<file path="config.mk">
export PLATFORM = sky130hd
export DESIGN_NAME = regulator_wakeup_sequencer
export DESIGN_NICKNAME = d
export VERILOG_FILES = /design/src/verilog/regulator_wakeup_pkg.sv /design/src/verilog/regulator_wakeup_sequencer.sv
export SDC_FILE = /design/constraint.sdc
export NUM_CORES = 1
export LEC_CHECK = 0
export BUFFER_PORTS_ARGS = -buffer_cell sky130_fd_sc_hd__buf_2
export CAP_MARGIN = 20
export CORE_ASPECT_RATIO = 0.8
export CORE_MARGIN = 2
export CORE_UTILIZATION = 52
export CTS_CLUSTER_DIAMETER = 80
export DETAILED_ROUTE_END_ITERATION = 10
export MAX_ROUTING_LAYER = met4
export PLACE_DENSITY = 0.71
export SLEW_MARGIN = 0
export SYNTH_ARGS = -nofsm -noshare
export SYNTH_HDL_FRONTEND = slang
export SYNTH_SLANG_ARGS = --single-unit
export TNS_END_PERCENT = 50
</file>
<file path="constraint.sdc">
create_clock -name clk -period 1.9 [get_ports clk]
set_clock_uncertainty 0.1 [all_clocks]
set_input_delay 0 -clock clk [delete_from_list [all_inputs] [get_ports clk]]
set_output_delay 0 -clock clk [all_outputs]
set_load 0.01 [all_outputs]
</file>
<file path="src/verilog/regulator_wakeup_pkg.sv">
package regulator_wakeup_pkg;

    // ------------------------------------------------------------
    // Timing
    // ------------------------------------------------------------
    localparam int CLOCK_PERIOD_NS     = 10;
    localparam int STARTUP_TIME_NS     = 10000;
    localparam int STARTUP_CYCLES      = (STARTUP_TIME_NS + CLOCK_PERIOD_NS - 1) / CLOCK_PERIOD_NS;
    localparam int COUNT_WIDTH         = 16;

    // Wake-up interval per standby and select setting, in cycles.
    localparam int WAKE_STANDBY_CYCLES = STARTUP_CYCLES;
    localparam int WAKE_SEL0_CYCLES    = 200;
    localparam int WAKE_SEL1_CYCLES    = 100;
    localparam int WAKE_SEL2_CYCLES    = 50;
    localparam int WAKE_SEL3_CYCLES    = 10;

    // ------------------------------------------------------------
    // Reset values
    // ------------------------------------------------------------
    localparam logic LVD_FLAG_RESET    = 1'b0;
    localparam logic RUN_RESET         = 1'b0;

    typedef enum logic [1:0] {
        st_off,
        st_startup,
        st_run,
        st_sleep
    } seq_state_type;

endpackage

</file>
<file path="src/verilog/regulator_wakeup_sequencer.sv">
`timescale 1ns/1ps

module regulator_wakeup_sequencer #(
    parameter int STARTUP_COUNT = regulator_wakeup_pkg::STARTUP_CYCLES
) (
    input  wire logic       clk,
    input  wire logic       reset_n,
    input  wire logic       regulator_enable_strap,
    input  wire logic       regulator_standby_select,
    input  wire logic [1:0] wakeup_time_select,
    input  wire logic       sleep_request,
    input  wire logic       wake_event,
    input  wire logic       level_falling,
    input  wire logic       supply_too_low,
    input  wire logic       low_voltage_flag_clear,
    output logic            regulator_on,
    output logic            core_run,
    output logic            brown_out_reset,
    output logic            low_voltage_detect_flag
);

    // ------------------------------------------------------------
    // Interval selection
    // ------------------------------------------------------------
    localparam int CW = regulator_wakeup_pkg::COUNT_WIDTH;

    function automatic logic [CW-1:0] wake_len(input logic standby, input logic [1:0] sel);
        logic [CW-1:0] v;
        v = CW'(regulator_wakeup_pkg::WAKE_SEL0_CYCLES);
        if (standby) begin
            v = CW'(regulator_wakeup_pkg::WAKE_STANDBY_CYCLES);
        end else begin
            case (sel)
                2'h0:    v = CW'(regulator_wakeup_pkg::WAKE_SEL0_CYCLES);
                2'h1:    v = CW'(regulator_wakeup_pkg::WAKE_SEL1_CYCLES);
                2'h2:    v = CW'(regulator_wakeup_pkg::WAKE_SEL2_CYCLES);
                default: v = CW'(regulator_wakeup_pkg::WAKE_SEL3_CYCLES);
            endcase
        end
        return v;
    endfunction

    regulator_wakeup_pkg::seq_state_type state;
    regulator_wakeup_pkg::seq_state_type next_state;
    logic [CW-1:0]                       count;
    logic [CW-1:0]                       next_count;

    // Power-on uses the full start-up time; wake from sleep uses the selected length.
    wire logic [CW-1:0] power_on_len = CW'(STARTUP_COUNT);
    wire logic [CW-1:0] wake_length  = wake_len(regulator_standby_select, wakeup_time_select);
    wire logic          count_done   = (count <= 16'h0001);
    wire logic          next_run     = (next_state == regulator_wakeup_pkg::st_run);

    // ------------------------------------------------------------
    // Sequencer
    // ------------------------------------------------------------
    always_comb begin
        next_state = state;
        next_count = count;
        case (state)
            regulator_wakeup_pkg::st_off: begin
                if (regulator_enable_strap && !supply_too_low) begin
                    next_state = regulator_wakeup_pkg::st_startup;
                    next_count = power_on_len;
                end
            end
            regulator_wakeup_pkg::st_startup: begin
                if (count_done) begin
                    next_state = regulator_wakeup_pkg::st_run;
                end else begin
                    next_count = count - 16'h0001;
                end
            end
            regulator_wakeup_pkg::st_run: begin
                if (sleep_request) begin
                    next_state = regulator_wakeup_pkg::st_sleep;
                end
            end
            regulator_wakeup_pkg::st_sleep: begin
                if (wake_event) begin
                    next_state = regulator_wakeup_pkg::st_startup;
                    next_count = wake_length;
                end
            end
            default: begin
                next_state = regulator_wakeup_pkg::st_off;
            end
        endcase
        // Brown-out or strap removal drops the sequencer back to st_off and clears the count.
        if (supply_too_low || !regulator_enable_strap) begin
            next_state = regulator_wakeup_pkg::st_off;
            next_count = '0;
        end
    end

    always_ff @(posedge clk) begin
        if (!reset_n) begin
            state <= regulator_wakeup_pkg::st_off;
            count <= '0;
        end else begin
            state <= next_state;
            count <= next_count;
        end
    end

    // ------------------------------------------------------------
    // Outputs
    // ------------------------------------------------------------
    // The flag never gates core_run, so software can run its shutdown code.
    wire logic next_flag = level_falling | (low_voltage_detect_flag & ~low_voltage_flag_clear);

    always_ff @(posedge clk) begin
        if (!reset_n) begin
            core_run                <= regulator_wakeup_pkg::RUN_RESET;
            regulator_on            <= 1'b0;
            brown_out_reset         <= 1'b0;
            low_voltage_detect_flag <= regulator_wakeup_pkg::LVD_FLAG_RESET;
        end else begin
            core_run                <= next_run;
            regulator_on            <= regulator_enable_strap;
            brown_out_reset         <= supply_too_low;
            low_voltage_detect_flag <= next_flag;
        end
    end

    // ------------------------------------------------------------
    // Checks
    // ------------------------------------------------------------
    no_run_startup_a: assert property (@(posedge clk) disable iff (!reset_n)
        (state == regulator_wakeup_pkg::st_startup && !count_done) |=> !core_run)
        else $error("Core ran during start-up interval.");

    poweron_len_a: assert property (@(posedge clk) disable iff (!reset_n)
        (state == regulator_wakeup_pkg::st_off && next_state == regulator_wakeup_pkg::st_startup)
        |=> (count == power_on_len))
        else $error("Power-on interval not loaded.");

    wake_restart_a: assert property (@(posedge clk) disable iff (!reset_n)
        (state == regulator_wakeup_pkg::st_sleep && wake_event && regulator_enable_strap && !supply_too_low)
        |=> (state == regulator_wakeup_pkg::st_startup))
        else $error("Wake skipped the start-up interval.");

    wake_length_a: assert property (@(posedge clk) disable iff (!reset_n)
        (state == regulator_wakeup_pkg::st_sleep && next_state == regulator_wakeup_pkg::st_startup)
        |=> (count == $past(wake_length)))
        else $error("Wake interval length wrong.");

    lvd_set_a: assert property (@(posedge clk) disable iff (!reset_n)
        level_falling |=> low_voltage_detect_flag)
        else $error("Low-voltage flag not set.");

    lvd_hold_a: assert property (@(posedge clk) disable iff (!reset_n)
        (low_voltage_detect_flag && !low_voltage_flag_clear) |=> low_voltage_detect_flag)
        else $error("Low-voltage flag dropped without clear.");

    brownout_a: assert property (@(posedge clk) disable iff (!reset_n)
        supply_too_low |=> (brown_out_reset && !core_run))
        else $error("Brown-out reset missing.");

    strap_off_a: assert property (@(posedge clk) disable iff (!reset_n)
        !regulator_enable_strap |=> (!regulator_on && !core_run))
        else $error("Regulator on without strap.");

    // ------------------------------------------------------------
    // Check helpers
    // ------------------------------------------------------------
    // Counting halted cycles lets a check see the whole interval, not one step of it.
    logic [CW-1:0] halt_cycles;
    logic [CW-1:0] halt_target;
    wire logic     entering_startup = (next_state == regulator_wakeup_pkg::st_startup) &&
                                      (state != regulator_wakeup_pkg::st_startup);

    always_ff @(posedge clk) begin
        if (!reset_n) begin
            halt_cycles <= '0;
            halt_target <= '0;
        end else if (entering_startup) begin
            halt_cycles <= 16'h0001;
            halt_target <= next_count;
        end else begin
            halt_cycles <= halt_cycles + 16'h0001;
            halt_target <= halt_target;
        end
    end

    interval_total_a: assert property (@(posedge clk) disable iff (!reset_n)
        (state == regulator_wakeup_pkg::st_startup && next_state == regulator_wakeup_pkg::st_run)
        |-> (halt_cycles == halt_target))
        else $error("Start-up interval length wrong.");

    count_step_a: assert property (@(posedge clk) disable iff (!reset_n)
        (state == regulator_wakeup_pkg::st_startup && !count_done && regulator_enable_strap && !supply_too_low)
        |=> (count == $past(count) - 16'h0001))
        else $error("Start-up count did not step.");

    run_release_a: assert property (@(posedge clk) disable iff (!reset_n)
        (state == regulator_wakeup_pkg::st_startup && count_done && regulator_enable_strap && !supply_too_low)
        |=> core_run)
        else $error("Core not released after interval.");

    sleep_halt_a: assert property (@(posedge clk) disable iff (!reset_n)
        (state == regulator_wakeup_pkg::st_run && sleep_request && regulator_enable_strap && !supply_too_low)
        |=> (state == regulator_wakeup_pkg::st_sleep && !core_run))
        else $error("Sleep did not halt the core.");

    sleep_stay_a: assert property (@(posedge clk) disable iff (!reset_n)
        (state == regulator_wakeup_pkg::st_sleep && !wake_event) |=> !core_run)
        else $error("Core ran while asleep.");

    strap_start_a: assert property (@(posedge clk) disable iff (!reset_n)
        (state == regulator_wakeup_pkg::st_off && regulator_enable_strap && !supply_too_low)
        |=> (state == regulator_wakeup_pkg::st_startup))
        else $error("Strap did not start the regulator.");

    strap_on_a: assert property (@(posedge clk) disable iff (!reset_n)
        regulator_enable_strap |=> regulator_on)
        else $error("Regulator off with strap tied.");

    bor_clear_a: assert property (@(posedge clk) disable iff (!reset_n)
        !supply_too_low |=> !brown_out_reset)
        else $error("Brown-out reset without low supply.");

    lvd_clear_a: assert property (@(posedge clk) disable iff (!reset_n)
        (low_voltage_detect_flag && low_voltage_flag_clear && !level_falling) |=> !low_voltage_detect_flag)
        else $error("Low-voltage flag not cleared.");

    lvd_run_a: assert property (@(posedge clk) disable iff (!reset_n)
        (core_run && low_voltage_detect_flag && !sleep_request && regulator_enable_strap && !supply_too_low)
        |=> core_run)
        else $error("Low-voltage flag stopped the core.");

endmodule

</file>
Word-level counts from Yosys, hierarchy flattened --
Index checks and enable logic that the tools add are counted.
Storage, ports and cells: register bits after elaboration 22, input port bits 11, output and inout port bits 4, word-level logic and storage cells 42
Operators by class: add/subtract/negate cells 1, order comparisons 1, equal/unequal tests 9, muxes and demuxes 12, bitwise logic cells 4, reductions and logical operators 9
Operator list (number):
- 2-to-1 mux 16 bit | 3
- one-hot mux 16 bit (3 select lines) | 1
- one-hot mux 8 bit (3 select lines) | 1
- <= comparator 16 x 1 -> 1 bit (second input constant) | 1
- subtractor 16 x 1 -> 16 bit (second input constant) | 1
- 2-to-1 mux 10 bit | 1
- 2-to-1 mux 2 bit | 5
- equality test 2 bit (second input constant) | 4
- one-hot mux 2 bit (4 select lines) | 1
- inequality test 2 bit (second input constant) | 3
- equality test 2 x 1 -> 1 bit (second input constant) | 2
- zero test 2 bit | 2
- AND reduction 4 bit | 1
- nonzero test 3 bit | 1
- zero test 1 bit | 2
- NOT 1 bit | 2
- OR reduction 2 bit | 1
- AND 1 bit | 1
- logical AND 1 bit | 1
- logical OR 1 bit | 1
- OR 1 bit | 1

Longest topological paths before layout --
depth in word-level cells 6, depth in mapped cells 7, mapped depth without buffers 6

Least setup slack after synthesis --
Ideal clock, no wire load.
kind register -> register, start reg count[0], end reg count[13], library setup time 0.074 ns, arrival time 1.900 ns, data required time 1.726 ns, slack -0.175 ns, stages on the path, launching flop included 8, buffers on the path 1, period minus slack after synthesis 2.075 ns, cells stage by stage dfxtp_1 -> inv_1 -> ha_1 -> or2_1 -> and4b_1 -> buf_6 -> or4b_1 -> a31oi_1
On the way: longest elaborated chain between the ends 3, elaborated cells on any way between the ends 6, those cells by class 1 x add/sub; 1 x order compare; 1 x eq/ne; 2 x mux; 1 x reduce/logical
RTL lines:
- from (decl) | RTL line regulator_wakeup_sequencer.sv:45 | logic [CW-1:0] count;
- from (signal assigned) | RTL line regulator_wakeup_sequencer.sv:102 | count <= next_count;
- subtractor 16 x 1 -> 16 bit / <= comparator 16 x 1 -> 1 bit (equally long branches) | RTL line regulator_wakeup_sequencer.sv:71, regulator_wakeup_sequencer.sv:51
- 2-to-1 mux 16 bit / inequality test 2 bit (equally long branches)
- one-hot mux 16 bit (3 select lines) / AND reduction 4 bit (equally long branches)
Several ways; a longest one is shown, not always the timed one. The select of a mux whose other input is x is not followed. A chain may end at the register's enable or synchronous reset.

Worst setup path in the final report --
Ends and elaborated chain as after synthesis.

==> impl_metrics.tcl <==
set metrics [dict create \
    status "complete, but fails checks" \
    violations "setup timing" \
    post_drt_wl_per_cell_microns 18.3 \
    fillers 224 \
    grt_max_degree 16 \
    fp.dieH_microns 51.5 \
    clock-sinks 22 \
    async_flop_share_pct 0 \
    start_util_pct 54.0 \
    grt_util_all_layers_pct 28.1 \
    drc_errors 0 \
    ys_top_cells_by_count "dfxtp_1 (22), nand2_1 (14), nor2_1 (10), a21oi_1 (9), inv_1 (8)" \
    clock.fmax_ghz 0.517 \
    hold_viol 0 \
    cp_num_buf_inv 1 \
    worstPathMaxFanout 7 \
    cp_slowest_cell "or4b_1" \
    detail_route.wirelength_microns 4690 \
    grt_pass1_wl_microns 6930 \
    overflow 0 \
    synth_fp_nets 187 \
    cts_tree "yes" \
    ys.warnings.count 0 \
    io_pins 15 \
    power.density_mw_per_mm2 509 \
    grt_pass1_vias 1442 \
    fin_crit_sh_pct 102 \
    yosys.area.top_type "dfxtp_1" \
    yosysUniqueCellTypes 60 \
    p_leak_uw 0.000801 \
    gp_congestion 0.941 \
    end_kind "flip-flop" \
    area_delta_synth_final_pct 34.8 \
    setup_tns_ns -0.0344 \
    worstPathArrival_ns 2.11 \
    yosysMostFrequentCell "dfxtp_1" \
    dp_hpwl_microns 2960 \
    antenna_found_initial 0 \
    worst_slew_pin_slew_ns 0.542 \
    setup_viol 1 \
    cp.required_ns 2.07 \
    drive_gt1_share_pct 33.5 \
    max_cap_violations 0 \
    pre_cts_slack_ns -0.0461 \
    die_w_microns 63.4 \
    ir_worst_vdd_uv 377 \
    layout_min_cycle_time_ns 1.93 \
    ys_seq_area_share_pct 30.0 \
    max-slew-margin-rel_pct 63.8 \
    critPathTopFamily "simple AND/OR/NAND/NOR gates" \
    setup_slack_ns -0.0344 \
    rsz0062_at_grt "true" \
    row_count 17 \
    numCtsBuffers 3 \
    cpPeakStageDelay_ns 0.50 \
    nNetsFinal 236 \
    start_kind "flip-flop" \
    synth_edf_count 0 \
    syn_inst 170 \
    synth_flop_cell "dfxtp_1" \
    drt_first_pass_iters 6 \
    viasPerCell 6.34 \
    root_buffer "clkbuf_4" \
    avgSynthCellArea_sq_um 8.64 \
    drt_iter0_drc 177 \
    worstSetupPathType "reg -> reg" \
    fp.dieArea_sq_mm 0.00327 \
    total_power_uw 1010 \
    synthTopCellsByArea "dfxtp_1 (30%), ha_1 (5.1%), nand2_1 (3.6%), a21oi_1 (3.1%), nor4_4 (2.9%)" \
    path_clk_slew_ns 0.14 \
    report.final.slew_viol_count 0 \
    port_buffers 14 \
    max-clock-path-buffers 2 \
    fp.coreArea_sq_mm 0.00272 \
    num_vias 1622 \
    hold_class "in -> reg" \
    synth_top_area_share_pct 30.0 \
    h-tree-depth 1 \
    syn-cell-area_sq_mm 0.00147 \
    postRouteAntennaNets 0 \
    reg2reg_slack_ns -0.03 \
    path_cells "inv_2, ha_4, or2_1, and4b_2, or4b_1, a31oi_1" \
    clk_latency_ns 0.33 \
    synth_seq_cells 22 \
    n_antenna_cell 0 \
]
[registers in the layout (all words and copies together), names as in the netlist]
register and cells:
core_run 1, brown_out_reset 1, count 16, low_voltage_detect_flag 1, state 2, regulator_on 1
[path summary, 6_finish.rpt]
| check | start | end | cells after the start |
|---|---|---|---|
| max | count[0] | count[13] | 6 |
| min | reset_n | count[14] | 5 |
| max reg2reg | count[0] | count[13] | 6 |
| min reg2reg | count[10] | count[10] | 2 |
[through the flow]
step / instance area (sq um) / hold slack, ns / cells / util, %
after global routing: 1980 / 0.170 / 256 / 72.7
after global placement: 1730 / 0.112 / 237 / 63.7
after floorplan: 1490 / 0.0175 / 170 / -
after CTS: 1890 / 0.106 / 251 / 69.5
after detailed placement: 1730 / 0.127 / 237 / 63.7
final: 1980 / 0.135 / 256 / 72.7
[routing by layer]
layer	share of wire [%]	track usage, %	vias up
met5	0	-	-
met4	2.7	8.70	0
met3	10	6.28	19
met2	47	44.2	109
met1	40	36.6	742
li1	-	-	752
[power by group]
part	internal (uW)	total, uW	switching, uW
clock network	117	272	155
logic	120	257	137
registers	468	478	10.6
total	705	1010	303
[layout by cell type, fill, tap and decap left out, drive strengths merged, types with 3 or more instances in the layout]
cell type	netlist	layout
dfxtp	22	22
o31ai	3	3
nand2	14	14
ha	6	6
nor2b	3	3
clkbuf	3	4
a211oi	4	4
buf	3	41
dlygate4sd3	0	9
nor4	6	6
nand3	7	7
nor3	3	3
a21oi	10	10
nand2b	5	5
inv	8	8
a32o	3	3
nand4	6	6
nor2	11	11
o21ai	8	8
[what timing repair did]
| action | 4_1_cts | 5_1_grt |
|---|---|---|
| buffers inserted | 1 | 5 |
| endpoints found under the hold margin | 7 | 0 |
| hold buffers | 9 | 0 |
| pin swaps | 0 | 5 |
| gates resized for setup | 5 | 11 |
| setup endpoints to repair | 8 | 10 |
[cell type report]
type                    instances  area [sq um]  share of cell area, %
clock buffers                   4          36.3                   1.83
inverters                       8          32.5                   1.64
multi-input cells             134          1050                   52.8
flip-flops and latches         22           452                   22.8
well taps                      38          47.5                   2.40
repair buffers                 50           367                   18.5
[worst reg2reg max path: cells and delay by family, from the launching register on]
kind	cells	cell delay (ns)
AND/OR/NAND/NOR	3	1.01
flip-flops	1	0.38
adder cells (fa/ha/maj)	1	0.17
AO/OA/AOI/OAI	1	0.16
buffers and inverters	1	0.06
[cells by family (layout without fill, tap and decap cells)]
kind of cell             Yosys count  in the layout  synth area share (%)
AO/OA/AOI/OAI                     52             52                  26.0
multiplexers                       3              3                  2.13
flip-flops                        22             22                  30.0
buffers and inverters             14             62                  4.26
AND/OR/NAND/NOR                   73             73                  32.5
adder cells (fa/ha/maj)            6              6                  5.11
(Power assumes the default switching activity.)
